==> config.mk <==
export PLATFORM = sky130hd
export DESIGN_NAME = cqt_top
export DESIGN_NICKNAME = d
export VERILOG_FILES = /design/src/cqt_pkg.sv /design/src/cqt_qd_if.sv /design/src/cqt_top.sv /design/src/cqt_sync.sv /design/src/cqt_qdec.sv
export VERILOG_INCLUDE_DIRS = /design/src
export SDC_FILE = /design/constraint.sdc
export NUM_CORES = 2
export LEC_CHECK = 0
export BUFFER_PORTS_ARGS = -buffer_cell sky130_fd_sc_hd__clkbuf_2
export CORE_ASPECT_RATIO = 0.5
export CORE_MARGIN = 10
export CORE_UTILIZATION = 55
export DETAILED_ROUTE_END_ITERATION = 6
export PLACE_DENSITY_LB_ADDON = 0.2
export SETUP_SLACK_MARGIN = 0.4
export SLEW_MARGIN = 20
export SYNTH_ARGS = -nofsm -noshare
export SYNTH_HDL_FRONTEND = slang
export SYNTH_SLANG_ARGS = --single-unit
==> constraint.sdc <==
create_clock -name core_clk -period 6.6 [get_ports core_clk]
set_input_delay 0.33 -clock core_clk [delete_from_list [all_inputs] [get_ports core_clk]]
set_output_delay 0.33 -clock core_clk [all_outputs]
set_load 0.01 [all_outputs]
==> src/cqt_defines.svh <==
// Register offsets, field positions, reset values and timing counts of the counter/timer block
`ifndef CQT_DEFINES_SVH
`define CQT_DEFINES_SVH
`define CQT_CLK_HZ       10000000
`define CQT_CNT_HZ       18000000
`define CQT_DDA_WHOLE    (`CQT_CNT_HZ / `CQT_CLK_HZ)
`define CQT_DDA_FRAC     (`CQT_CNT_HZ % `CQT_CLK_HZ)
`define CQT_ADDR_W       8
`define CQT_CT_CTRL      8'h00
`define CQT_CT_CMD       8'h04
`define CQT_CT_DIV       8'h08
`define CQT_CT_PERIOD    8'h0c
`define CQT_CT_ACTIVE    8'h10
`define CQT_CT_COUNT     8'h14
`define CQT_CT_STATUS    8'h18
`define CQT_QD_CFG0      8'h20
`define CQT_QD_POS0      8'h24
`define CQT_QD_STRIDE    8'h08
`define CQT_QD_NUM       3
`define CQT_CTRL_MODE    0
`define CQT_CTRL_POL     3
`define CQT_CTRL_GLVL    4
`define CQT_CTRL_CSRC    5
`define CQT_CTRL_START   6
`define CQT_CTRL_STOP    8
`define CQT_CTRL_GNONE   10
`define CQT_CMD_START    0
`define CQT_CMD_STOP     1
`define CQT_QD_FOUR      16
`define CQT_QD_INDEX     17
`define CQT_RST_CTRL     32'h0000_0000
`define CQT_RST_DIV      32'h0000_0000
`define CQT_RST_PERIOD   32'h0000_0002
`define CQT_RST_ACTIVE   32'h0000_0001
`define CQT_RST_QDCFG    32'h0000_0000
`define CQT_RESP_OKAY    2'h0
`define CQT_RESP_DECERR  2'h3
`endif

==> src/cqt_pkg.sv <==
// Types shared by the counter/timer and quadrature decoder modules
package cqt_pkg;
	typedef enum logic [2:0] {
		CQT_MODE_IDLE    = 3'h0,
		CQT_MODE_MEASURE = 3'h1,
		CQT_MODE_RATE    = 3'h2,
		CQT_MODE_ONESHOT = 3'h3,
		CQT_MODE_REPEAT  = 3'h4
	} cqt_mode_t;
	typedef enum logic [1:0] {
		CQT_EV_GATE_RISE = 2'h0,
		CQT_EV_GATE_FALL = 2'h1,
		CQT_EV_CLK_RISE  = 2'h2,
		CQT_EV_CLK_FALL  = 2'h3
	} cqt_edge_t;
	typedef enum logic [3:0] {
		CQT_ST_IDLE  = 4'h1,
		CQT_ST_ARMED = 4'h2,
		CQT_ST_RUN   = 4'h4,
		CQT_ST_DONE  = 4'h8
	} cqt_state_t;
endpackage

==> src/cqt_qd_if.sv <==
// Configuration and position carrier between the register file and one decoder
`timescale 1ns/1ns
interface cqt_qd_if;
	logic [15:0] prescale;
	logic        four_edge_decode;
	logic        index_en;
	logic [31:0] pos;
	modport dec (input prescale, input four_edge_decode, input index_en, output pos);
	modport host (output prescale, output four_edge_decode, output index_en, input pos);
endinterface

==> src/cqt_top.sv <==
// Counter/timer channel, three quadrature decoders and their AXI4-Lite register file
`timescale 1ns/1ns
`include "cqt_defines.svh"
module cqt_top
	import cqt_pkg::*;
(
	input  wire logic        core_clk,
	input  wire logic        nrst,
	input  wire logic [7:0]  s_axi_awaddr,
	input  wire logic [2:0]  s_axi_awprot,
	input  wire logic        s_axi_awvalid,
	output logic             s_axi_awready,
	input  wire logic [31:0] s_axi_wdata,
	input  wire logic [3:0]  s_axi_wstrb,
	input  wire logic        s_axi_wvalid,
	output logic             s_axi_wready,
	output logic [1:0]       s_axi_bresp,
	output logic             s_axi_bvalid,
	input  wire logic        s_axi_bready,
	input  wire logic [7:0]  s_axi_araddr,
	input  wire logic [2:0]  s_axi_arprot,
	input  wire logic        s_axi_arvalid,
	output logic             s_axi_arready,
	output logic [31:0]      s_axi_rdata,
	output logic [1:0]       s_axi_rresp,
	output logic             s_axi_rvalid,
	input  wire logic        s_axi_rready,
	input  wire logic        ct_gate_pin,
	input  wire logic        ct_clk_pin,
	input  wire logic [2:0]  qd_a_pin,
	input  wire logic [2:0]  qd_b_pin,
	input  wire logic [2:0]  qd_idx_pin,
	output logic             ct_out
);
	logic [7:0]  aw_addr_reg;
	logic [31:0] w_data_reg;
	logic [3:0]  w_strb_reg;
	logic        awready_reg;
	logic        wready_reg;
	logic        bvalid_reg;
	logic [1:0]  bresp_reg;
	logic        arready_reg;
	logic        rvalid_reg;
	logic [31:0] rdata_reg;
	logic [1:0]  rresp_reg;
	logic        wr_go;
	logic [31:0] ctrl_reg;
	logic [31:0] div_reg;
	logic [31:0] period_reg;
	logic [31:0] active_reg;
	logic [31:0] qd_cfg_reg [`CQT_QD_NUM];
	logic [31:0] qd_pos [`CQT_QD_NUM];
	logic        cmd_start_reg;
	logic        cmd_stop_reg;
	cqt_state_t  state_reg;
	cqt_state_t  state_next;
	logic [31:0] count_reg;
	logic [31:0] div_cnt_reg;
	logic [23:0] dda_reg;
	logic [31:0] phase_reg;
	logic        out_reg;
	logic [1:0]  pin_lvl;
	logic [1:0]  pin_rise;
	logic [1:0]  pin_fall;
	logic [3:0]  events;
	cqt_mode_t   mode;
	logic        pol_high;
	logic        gate_high;
	logic        ext_src;
	logic        gate_none;
	logic        tick;
	logic        gate_ok;
	logic        trig;
	logic        start_ev;
	logic        stop_ev;
	logic [31:0] period_eff;
	logic        last_tick;
	logic        active_now;
	logic        dda_carry;

	// Byte-lane merge of a write into a register
	function automatic logic [31:0] apply_strb(input logic [31:0] old, input logic [31:0] nw, input logic [3:0] st);
		logic [31:0] r;
		r = old;
		for (int i = 0; i < 4; i++) begin
			if (st[i]) begin
				r[i*8 +: 8] = nw[i*8 +: 8];
			end
		end
		return r;
	endfunction

	// True for any mapped register address
	function automatic logic addr_known(input logic [7:0] a);
		logic ok;
		ok = (a <= `CQT_CT_STATUS) && (a[1:0] == 2'b00);
		for (int i = 0; i < `CQT_QD_NUM; i++) begin
			if (a == `CQT_QD_CFG0 + 8'(i) * `CQT_QD_STRIDE || a == `CQT_QD_POS0 + 8'(i) * `CQT_QD_STRIDE) begin
				ok = 1'b1;
			end
		end
		return ok;
	endfunction

	// Write address and data are taken independently, then answered together
	assign wr_go = !awready_reg && !wready_reg && !bvalid_reg;
	always_ff @(posedge core_clk) begin
		if (!nrst) begin
			awready_reg <= 1'b1;
			wready_reg  <= 1'b1;
			bvalid_reg  <= 1'b0;
			bresp_reg   <= `CQT_RESP_OKAY;
			aw_addr_reg <= 8'h00;
			w_data_reg  <= 32'h0000_0000;
			w_strb_reg  <= 4'h0;
		end else begin
			if (s_axi_awvalid && awready_reg) begin
				awready_reg <= 1'b0;
				aw_addr_reg <= s_axi_awaddr;
			end
			if (s_axi_wvalid && wready_reg) begin
				wready_reg <= 1'b0;
				w_data_reg <= s_axi_wdata;
				w_strb_reg <= s_axi_wstrb;
			end
			if (wr_go) begin
				bvalid_reg <= 1'b1;
				bresp_reg  <= addr_known(aw_addr_reg) ? `CQT_RESP_OKAY : `CQT_RESP_DECERR;
			end
			if (bvalid_reg && s_axi_bready) begin
				bvalid_reg  <= 1'b0;
				awready_reg <= 1'b1;
				wready_reg  <= 1'b1;
			end
		end
	end

	// Software-written configuration registers
	always_ff @(posedge core_clk) begin
		if (!nrst) begin
			ctrl_reg   <= `CQT_RST_CTRL;
			div_reg    <= `CQT_RST_DIV;
			period_reg <= `CQT_RST_PERIOD;
			active_reg <= `CQT_RST_ACTIVE;
			for (int i = 0; i < `CQT_QD_NUM; i++) begin
				qd_cfg_reg[i] <= `CQT_RST_QDCFG;
			end
		end else if (wr_go) begin
			unique case (aw_addr_reg)
				`CQT_CT_CTRL:   ctrl_reg <= apply_strb(ctrl_reg, w_data_reg, w_strb_reg);
				`CQT_CT_DIV:    div_reg <= apply_strb(div_reg, w_data_reg, w_strb_reg);
				`CQT_CT_PERIOD: period_reg <= apply_strb(period_reg, w_data_reg, w_strb_reg);
				`CQT_CT_ACTIVE: active_reg <= apply_strb(active_reg, w_data_reg, w_strb_reg);
				default: begin
					for (int i = 0; i < `CQT_QD_NUM; i++) begin
						if (aw_addr_reg == `CQT_QD_CFG0 + 8'(i) * `CQT_QD_STRIDE) begin
							qd_cfg_reg[i] <= apply_strb(qd_cfg_reg[i], w_data_reg, w_strb_reg);
						end
					end
				end
			endcase
		end
	end

	// Command register gives one-cycle start and stop pulses
	always_ff @(posedge core_clk) begin
		if (!nrst) begin
			cmd_start_reg <= 1'b0;
			cmd_stop_reg  <= 1'b0;
		end else begin
			cmd_start_reg <= wr_go && aw_addr_reg == `CQT_CT_CMD && w_strb_reg[0] && w_data_reg[`CQT_CMD_START];
			cmd_stop_reg  <= wr_go && aw_addr_reg == `CQT_CT_CMD && w_strb_reg[0] && w_data_reg[`CQT_CMD_STOP];
		end
	end

	// Read channel: data one cycle after the address is taken
	always_ff @(posedge core_clk) begin
		if (!nrst) begin
			arready_reg <= 1'b1;
			rvalid_reg  <= 1'b0;
			rdata_reg   <= 32'h0000_0000;
			rresp_reg   <= `CQT_RESP_OKAY;
		end else if (s_axi_arvalid && arready_reg) begin
			arready_reg <= 1'b0;
			rvalid_reg  <= 1'b1;
			rresp_reg   <= addr_known(s_axi_araddr) ? `CQT_RESP_OKAY : `CQT_RESP_DECERR;
			rdata_reg   <= 32'h0000_0000;
			unique case (s_axi_araddr)
				`CQT_CT_CTRL:   rdata_reg <= ctrl_reg;
				`CQT_CT_DIV:    rdata_reg <= div_reg;
				`CQT_CT_PERIOD: rdata_reg <= period_reg;
				`CQT_CT_ACTIVE: rdata_reg <= active_reg;
				`CQT_CT_COUNT:  rdata_reg <= count_reg;
				`CQT_CT_STATUS: rdata_reg <= {27'h0, out_reg, state_reg};
				default: begin
					for (int i = 0; i < `CQT_QD_NUM; i++) begin
						if (s_axi_araddr == `CQT_QD_CFG0 + 8'(i) * `CQT_QD_STRIDE) begin
							rdata_reg <= qd_cfg_reg[i];
						end
						if (s_axi_araddr == `CQT_QD_POS0 + 8'(i) * `CQT_QD_STRIDE) begin
							rdata_reg <= qd_pos[i];
						end
					end
				end
			endcase
		end else if (rvalid_reg && s_axi_rready) begin
			rvalid_reg  <= 1'b0;
			arready_reg <= 1'b1;
		end
	end

	assign s_axi_awready = awready_reg;
	assign s_axi_wready  = wready_reg;
	assign s_axi_bvalid  = bvalid_reg;
	assign s_axi_bresp   = bresp_reg;
	assign s_axi_arready = arready_reg;
	assign s_axi_rvalid  = rvalid_reg;
	assign s_axi_rdata   = rdata_reg;
	assign s_axi_rresp   = rresp_reg;

	// Gate and external clock pins, synchronised before edge detection
	cqt_sync #(.W(2)) u_ct_sync (
		.core_clk (core_clk),
		.nrst     (nrst),
		.async_in ({ct_clk_pin, ct_gate_pin}),
		.lvl      (pin_lvl),
		.rise     (pin_rise),
		.fall     (pin_fall)
	);

	// Configuration fields and selectable edge events
	assign mode      = cqt_mode_t'(ctrl_reg[`CQT_CTRL_MODE +: 3]);
	assign pol_high  = ctrl_reg[`CQT_CTRL_POL];
	assign gate_high = ctrl_reg[`CQT_CTRL_GLVL];
	assign ext_src   = ctrl_reg[`CQT_CTRL_CSRC];
	assign gate_none = ctrl_reg[`CQT_CTRL_GNONE];
	assign events    = {pin_fall[1], pin_rise[1], pin_fall[0], pin_rise[0]};
	assign start_ev  = events[ctrl_reg[`CQT_CTRL_START +: 2]];
	assign stop_ev   = events[ctrl_reg[`CQT_CTRL_STOP +: 2]];
	assign gate_ok   = gate_none || (gate_high ? pin_lvl[0] : !pin_lvl[0]);
	assign trig      = gate_none || (gate_high ? pin_rise[0] : pin_fall[0]);
	assign tick      = ext_src ? pin_rise[1] : (div_cnt_reg >= div_reg);

	// Internal clock divider producing the count tick
	always_ff @(posedge core_clk) begin
		if (!nrst || cmd_start_reg || div_cnt_reg >= div_reg) begin
			div_cnt_reg <= 32'h0000_0000;
		end else begin
			div_cnt_reg <= div_cnt_reg + 32'h1;
		end
	end

	// Mode sequencer
	always_comb begin
		state_next = state_reg;
		unique case (state_reg)
			CQT_ST_IDLE: state_next = CQT_ST_IDLE;
			CQT_ST_ARMED: begin
				if (mode == CQT_MODE_MEASURE && start_ev) begin
					state_next = CQT_ST_RUN;
				end else if (mode == CQT_MODE_RATE && gate_ok) begin
					state_next = CQT_ST_RUN;
				end else if ((mode == CQT_MODE_ONESHOT || mode == CQT_MODE_REPEAT) && trig) begin
					state_next = CQT_ST_RUN;
				end
			end
			CQT_ST_RUN: begin
				if (mode == CQT_MODE_MEASURE && stop_ev) begin
					state_next = CQT_ST_DONE;
				end else if (mode == CQT_MODE_RATE && !gate_ok) begin
					state_next = CQT_ST_ARMED;
				end else if (mode == CQT_MODE_ONESHOT && tick && last_tick) begin
					state_next = CQT_ST_DONE;
				end else if (mode == CQT_MODE_REPEAT && tick && last_tick) begin
					state_next = CQT_ST_ARMED;
				end
			end
			CQT_ST_DONE: state_next = CQT_ST_DONE;
		endcase
		if (cmd_start_reg) begin
			state_next = (mode == CQT_MODE_IDLE) ? CQT_ST_IDLE : CQT_ST_ARMED;
		end
		if (cmd_stop_reg) begin
			state_next = CQT_ST_IDLE;
		end
	end

	always_ff @(posedge core_clk) begin
		if (!nrst) begin
			state_reg <= CQT_ST_IDLE;
		end else begin
			state_reg <= state_next;
		end
	end

	// Fractional accumulator so that the count averages 18 MHz on this clock
	assign dda_carry = (dda_reg + 24'(`CQT_DDA_FRAC)) >= 24'(`CQT_CLK_HZ);
	always_ff @(posedge core_clk) begin
		if (!nrst || cmd_start_reg) begin
			dda_reg <= 24'h000000;
		end else if (state_reg == CQT_ST_RUN && mode == CQT_MODE_MEASURE) begin
			dda_reg <= dda_carry ? dda_reg + 24'(`CQT_DDA_FRAC) - 24'(`CQT_CLK_HZ)
				: dda_reg + 24'(`CQT_DDA_FRAC);
		end
	end

	// Interval counter: runs between start and stop, then holds; wraps at 32 bits
	always_ff @(posedge core_clk) begin
		if (!nrst || cmd_start_reg) begin
			count_reg <= 32'h0000_0000;
		end else if (state_reg == CQT_ST_RUN && mode == CQT_MODE_MEASURE && !stop_ev && !cmd_stop_reg) begin
			count_reg <= count_reg + 32'(`CQT_DDA_WHOLE) + {31'h0, dda_carry};
		end
	end

	// Output period phase, counted in ticks of the selected count clock
	assign period_eff = (period_reg == 32'h0) ? 32'h1 : period_reg;
	assign last_tick  = phase_reg >= period_eff - 32'h1;
	assign active_now = (period_eff - phase_reg) <= active_reg;
	always_ff @(posedge core_clk) begin
		if (!nrst || state_reg != CQT_ST_RUN || cmd_start_reg) begin
			phase_reg <= 32'h0000_0000;
		end else if (tick) begin
			phase_reg <= last_tick ? 32'h0000_0000 : phase_reg + 32'h1;
		end
	end

	// Pulse output: active level while in the active part of a period
	always_ff @(posedge core_clk) begin
		if (!nrst) begin
			out_reg <= 1'b0;
		end else if (state_reg == CQT_ST_RUN && mode != CQT_MODE_MEASURE && active_now && !cmd_stop_reg
			&& !cmd_start_reg && !(mode == CQT_MODE_RATE && !gate_ok)) begin
			out_reg <= pol_high;
		end else begin
			out_reg <= !pol_high;
		end
	end

	assign ct_out = out_reg;

	// Three concurrent quadrature decoders
	cqt_qd_if qd_bus [`CQT_QD_NUM] ();
	for (genvar g = 0; g < `CQT_QD_NUM; g++) begin : g_qd
		assign qd_bus[g].prescale         = qd_cfg_reg[g][15:0];
		assign qd_bus[g].four_edge_decode = qd_cfg_reg[g][`CQT_QD_FOUR];
		assign qd_bus[g].index_en         = qd_cfg_reg[g][`CQT_QD_INDEX];
		assign qd_pos[g]                  = qd_bus[g].pos;
		cqt_qdec u_qdec (
			.core_clk (core_clk),
			.nrst     (nrst),
			.enc_a    (qd_a_pin[g]),
			.enc_b    (qd_b_pin[g]),
			.enc_idx  (qd_idx_pin[g]),
			.bus      (qd_bus[g].dec)
		);
	end
endmodule

==> src/cqt_sync.sv <==
// Two-stage synchroniser with edge detection on the synchronised level
`timescale 1ns/1ns
module cqt_sync #(
	parameter int W = 1
) (
	input  wire logic         core_clk,
	input  wire logic         nrst,
	input  wire logic [W-1:0] async_in,
	output logic      [W-1:0] lvl,
	output logic      [W-1:0] rise,
	output logic      [W-1:0] fall
);
	logic [W-1:0] meta_reg;
	logic [W-1:0] sync_reg;
	logic [W-1:0] prev_reg;

	// Meta stage feeds only the sync stage; edges compare sync and prev
	always_ff @(posedge core_clk) begin
		if (!nrst) begin
			meta_reg <= '0;
			sync_reg <= '0;
			prev_reg <= '0;
		end else begin
			meta_reg <= async_in;
			sync_reg <= meta_reg;
			prev_reg <= sync_reg;
		end
	end

	assign lvl  = sync_reg;
	assign rise = sync_reg & ~prev_reg;
	assign fall = ~sync_reg & prev_reg;
endmodule

==> src/cqt_qdec.sv <==
// One quadrature decoder channel with prescaled noise filter and index zeroing
`timescale 1ns/1ns
module cqt_qdec
	import cqt_pkg::*;
(
	input  wire logic core_clk,
	input  wire logic nrst,
	input  wire logic enc_a,
	input  wire logic enc_b,
	input  wire logic enc_idx,
	cqt_qd_if.dec     bus
);
	logic [2:0]  in_s;
	logic [15:0] pre_cnt_reg;
	logic [2:0]  h0_reg;
	logic [2:0]  h1_reg;
	logic [2:0]  filt_reg;
	logic [2:0]  prev_reg;
	logic [31:0] pos_reg;
	logic [2:0]  agree;
	logic [1:0]  step;

	// Returns {count, up} for a move between two filtered A/B states
	function automatic logic [1:0] quad_step(input logic [1:0] p, input logic [1:0] c, input logic four);
		logic [1:0] r;
		r = 2'b00;
		if (four) begin
			unique case ({p, c})
				4'b0001, 4'b0111, 4'b1110, 4'b1000: r = 2'b11;
				4'b0010, 4'b1011, 4'b1101, 4'b0100: r = 2'b10;
				default: r = 2'b00;
			endcase
		end else if (p == 2'b00 && c == 2'b01) begin
			r = 2'b11;
		end else if (p == 2'b01 && c == 2'b00) begin
			r = 2'b10;
		end
		return r;
	endfunction

	cqt_sync #(.W(3)) u_sync (
		.core_clk (core_clk),
		.nrst     (nrst),
		.async_in ({enc_idx, enc_b, enc_a}),
		.lvl      (in_s),
		.rise     (),
		.fall     ()
	);

	// Accept a level only after three equal prescaled samples
	assign agree = ~(h0_reg ^ h1_reg) & ~(h1_reg ^ in_s);
	always_ff @(posedge core_clk) begin
		if (!nrst) begin
			pre_cnt_reg <= 16'h0000;
			h0_reg      <= 3'h0;
			h1_reg      <= 3'h0;
			filt_reg    <= 3'h0;
		end else if (pre_cnt_reg >= bus.prescale) begin
			pre_cnt_reg <= 16'h0000;
			h0_reg      <= in_s;
			h1_reg      <= h0_reg;
			filt_reg    <= (filt_reg & ~agree) | (in_s & agree);
		end else begin
			pre_cnt_reg <= pre_cnt_reg + 16'h0001;
		end
	end

	assign step = quad_step(prev_reg[1:0], filt_reg[1:0], bus.four_edge_decode);

	// Position count: index zeroing wins over a step
	always_ff @(posedge core_clk) begin
		if (!nrst) begin
			prev_reg <= 3'h0;
			pos_reg  <= 32'h0000_0000;
		end else begin
			prev_reg <= filt_reg;
			if (bus.index_en && filt_reg[2] && !prev_reg[2]) begin
				pos_reg <= 32'h0000_0000;
			end else if (step[1]) begin
				pos_reg <= step[0] ? pos_reg + 32'h1 : pos_reg - 32'h1;
			end
		end
	end

	assign bus.pos = pos_reg;
endmodule

==> results by group <==
Power
  • Maximum ir drop on the vdd rail: 0.194 mV
  • Clock Power Share: 0.421
  • Comb pwr share: 0.104
  • Total chip power: 0.00868 W
  • Psw: 0.00228 W
  • Power density normalized to cell area: 212 mW/mm²
  • Switching fraction of total power: 0.263
  • Leakage power: 16.8 nW
  • Part of the power in registers: 0.475
  • Internal portion of total power: 0.00640 W

Setup path
  • Start-to-end type of the worst setup path: register to register
  • Critical path peak fanout: 4
  • Startpoint type of the worst setup path: register
  • Slowest library cell on the worst path: or4_4
  • Endpoint required time on the critical path: 7.21 ns
  • Cell occurring most often along the worst timing path: buf_4
  • Critical register-to-register path endpoint: ct_out
  • Source of the worst register-to-register timing path: period_reg[23]
  • Depth of the most critical reg-to-reg path: 30
  • Worst reg2reg setup slack: 0.46 ns
  • Largest stage delay on the critical path: 0.57 ns
  • Arrival time reported for the critical path endpoint: 6.75 ns
  • Critical Path Sink Type: register

Synth
  • Synth Register Bits: 631
  • Async SR Flop Fraction: 0
  • Ranking of synthesized cells by instance count: dfxtp_1, nand2_1, nor2_1
  • Adder-cell share of the synthesized area: 0.101
  • Number of flops mapped to enable cells by yosys: 96
  • Flip-flop cell with the highest count after synthesis: dfxtp_1
  • Area share of and/or/nand/nor cells after synthesis: 0.198
  • Share of Yosys cell area claimed by the top area cell type: 0.293
  • Synth unique cells: 81
  • Syn Nets: 4531
  • Largest family of logic cells by synthesized area: simple AND/OR/NAND/NOR gates
  • Sequential area share after synthesis: 0.372
  • Synthesized-area fraction occupied by ao, oa, aoi and oai cells: 0.176
  • Largest cells by area after synthesis: dfxtp_1, ha_1, edfxtp_1
  • Top cell type by total area after synthesis: dfxtp_1
  • Syn Inst Count: 4162
  • Cell Area, Synth: 0.0365 mm²
  • Parity-gate share of the synthesized area counting xor and xnor cells: 0.0666
  • Syn Area/Cell: 8.78 µm²
  • Portion of netlist area occupied by mux cells: 0.0455
  • Total of warnings raised by yosys: 0
  • Library cell with the highest instance count after synthesis: dfxtp_1

Min path
  • Min-delay src: s_axi_awvalid
  • Worst min-delay path endpoint: aw_addr_reg[6]
  • Worst hold-check path type: input port to register
  • Number of cells on the worst hold path: 3

Global route
  • Overall fraction of global-route tracks in use: 0.301
  • Number of global-route vias before repair: 29700
  • Global route overflow: 0
  • Maximum number of pins on one net before global-route repair: 99
  • Number of antenna violations at the first check in global routing: 8
  • Wire length of the first global-routing pass: 182000 µm

Routing
  • Vias: 32200
  • Violation count after the first detailed-routing iteration: 4384
  • Number of nets with antenna violations after routing: 0
  • Vias per cell: 6.18
  • Drc violations: 0
  • Wirelength, routed: 122000 µm
  • Average wire per standard cell: 23.5 µm
  • Detailed Routing Iterations Pass 1: 6

Clock network
  • Clock transition at path regs: 0.08 ns
  • Root buf cell: clkbuf_16
  • CTS tree: built
  • H-tree depth: 2
  • Number of buffers created by CTS: 57
  • Buffer levels on the longest clock path: 3
  • Clock latency at the later pin of the worst-skew pair: 0.67 ns
  • Number of sinks driven by the clock tree: 631

STA
  • Fin crit period: 6.14 ns
  • Final TNS setup: 0 ns
  • # setup viols final: 0
  • Hold Vio Cnt, Final: 0
  • Period utilisation layout: 0.931
  • Hold Worst Slack: 0.0829 ns
  • Number of max-slew violations in the final report: 0
  • Peak clock frequency supported by timing: 0.163 GHz
  • Worst-Margin Slew: 1.30 ns
  • Clk_skew: 0.0397 ns
  • RSZ-0062 raised after global routing: true
  • Relative max-transition margin: 0.134

Finish
  • Net count reported at finish: 4646
  • Final core occ: 0.625
  • Layout-stage area growth over the synthesis result: 12.0%
  • Fraction of layout cells with a size suffix above 1: 0.0848
  • Filler instances: 5614

Floorplanning
  • Die ar.: 0.0778 mm²
  • Number of placement rows: 66
  • Area inside the core boundary: 0.0654 mm²
  • Top-level port count: 118
  • Horizontal die dimension: 384 µm
  • Die Y: 202 µm
  • Initial cell density of the core: 0.559

Placement
  • Number of port buffers: 111
  • Global placer's final weighted congestion: 1.02
  • Detailed placement HPWL: 91900 µm

Run
  • Max cap viols: 0

Outcome
  • Status: finished clean
-- layout by cell type (no fill, tap or decap), types with 12 or more instances in the layout --
cell,Yosys,final
a211oi_1,49,47
a21boi_0,55,53
a21o_1,100,100
a21oi_1,241,237
a22oi_1,149,147
a31oi_1,53,51
and2_1,93,92
and3_1,51,50
and4_1,41,40
buf_4,2,76
clkbuf_16,0,58
clkbuf_2,0,110
dfxtp_1,535,531
dlygate4sd3_1,0,62
edfxtp_1,96,96
ha_1,289,287
inv_1,196,196
mux2i_1,156,156
nand2_1,346,345
nand2b_1,40,40
nand3_1,124,124
nand3b_1,15,15
nand4_1,70,70
nor2_1,324,311
nor2_2,3,14
nor2b_1,172,170
nor3_1,47,45
nor4_1,24,23
o211ai_1,15,15
o21a_1,34,34
o21ai_0,152,147
o21ai_1,12,12
o21bai_1,20,20
o31ai_1,12,12
or3_1,30,30
xnor2_1,171,171
xor2_1,107,107
-- power groups by stage --
stage | logic, W | registers, W | clock network (W)
after detailed placement | 0.000845 | 0.00420 | 0
final | 0.000907 | 0.00412 | 0.00365
after CTS | 0.000883 | 0.00411 | 0.00367
after floorplan | 0.000630 | 0.00414 | 0
after global placement | 0.000837 | 0.00420 | 0
after global routing | 0.000993 | 0.00412 | 0.00382
-- metrics by stage --
stage                     cell area, µm²  setup WS, ns  instances
after global placement             38100         0.419       5034
after global routing               40900         0.315       5210
after floorplan                    36500          1.09       4162
after detailed placement           38100         0.253       5034
after CTS                          40800         0.418       5206
final                              40900         0.457       5214
-- logic make-up after synthesis --
logic type,count (synthesis)
DFF,631
muxes,163
and+or+nand+nor,1429
xor gates and xnor gates,278
adders and majority gates,293
AOI/OAI and AO/OA,978
buffers and inverters,390
-- per-layer routing --
metal / routed length [µm] / global-route usage / up-vias
met2: 49500 / 0.434 / 1543
met5: 0 / 0 / -
li1: - / - / 15100
met3: 15900 / 0.0837 / 201
met1: 53800 / 0.437 / 15400
met4: 3120 / 0.0764 / 0
-- worst max-delay path: cells and delay by family (launching register included) --
family                   cells  cell delay (ns)
AO/OA/AOI/OAI               13             2.52
AND/OR/NAND/NOR              8             1.65
adder cells (fa/ha/maj)      3             0.71
buffers and inverters        4             0.57
flip-flops                   1             0.32
multiplexers                 1             0.16
XOR/XNOR                     1             0.13
-- worst max path at each step --
stage	start	to	cells past startpoint
2_1_floorplan	period_reg[27]	ct_out	27
3_3_place_gp	period_reg[24]	ct_out	26
3_5_place_dp	period_reg[24]	ct_out	28
4_1_cts	period_reg[27]	ct_out	26
5_1_grt	period_reg[23]	ct_out	28
6_report	period_reg[23]	ct_out	30
-- repair_timing --
action,CTS,global route
pin swaps,1,18
gates resized for setup,7,26
endpoints found under the setup margin,1,34
endpoints found under the hold margin,61,0
hold buffers,62,0
setup buffers,2,4
-- cell type report --
class,instances,area (µm²),area share
timing repair buffer,249,1750,0.0429
sequential,631,13600,0.333
antenna,4,10.0,0.000245
multi-input combinational,3141,21700,0.530
clock buffer,73,1580,0.0386
tap,884,1110,0.0270
clock inverter,35,433,0.0106
inverter,197,739,0.0181
Note: power is estimated with default switching activity, not from simulation.
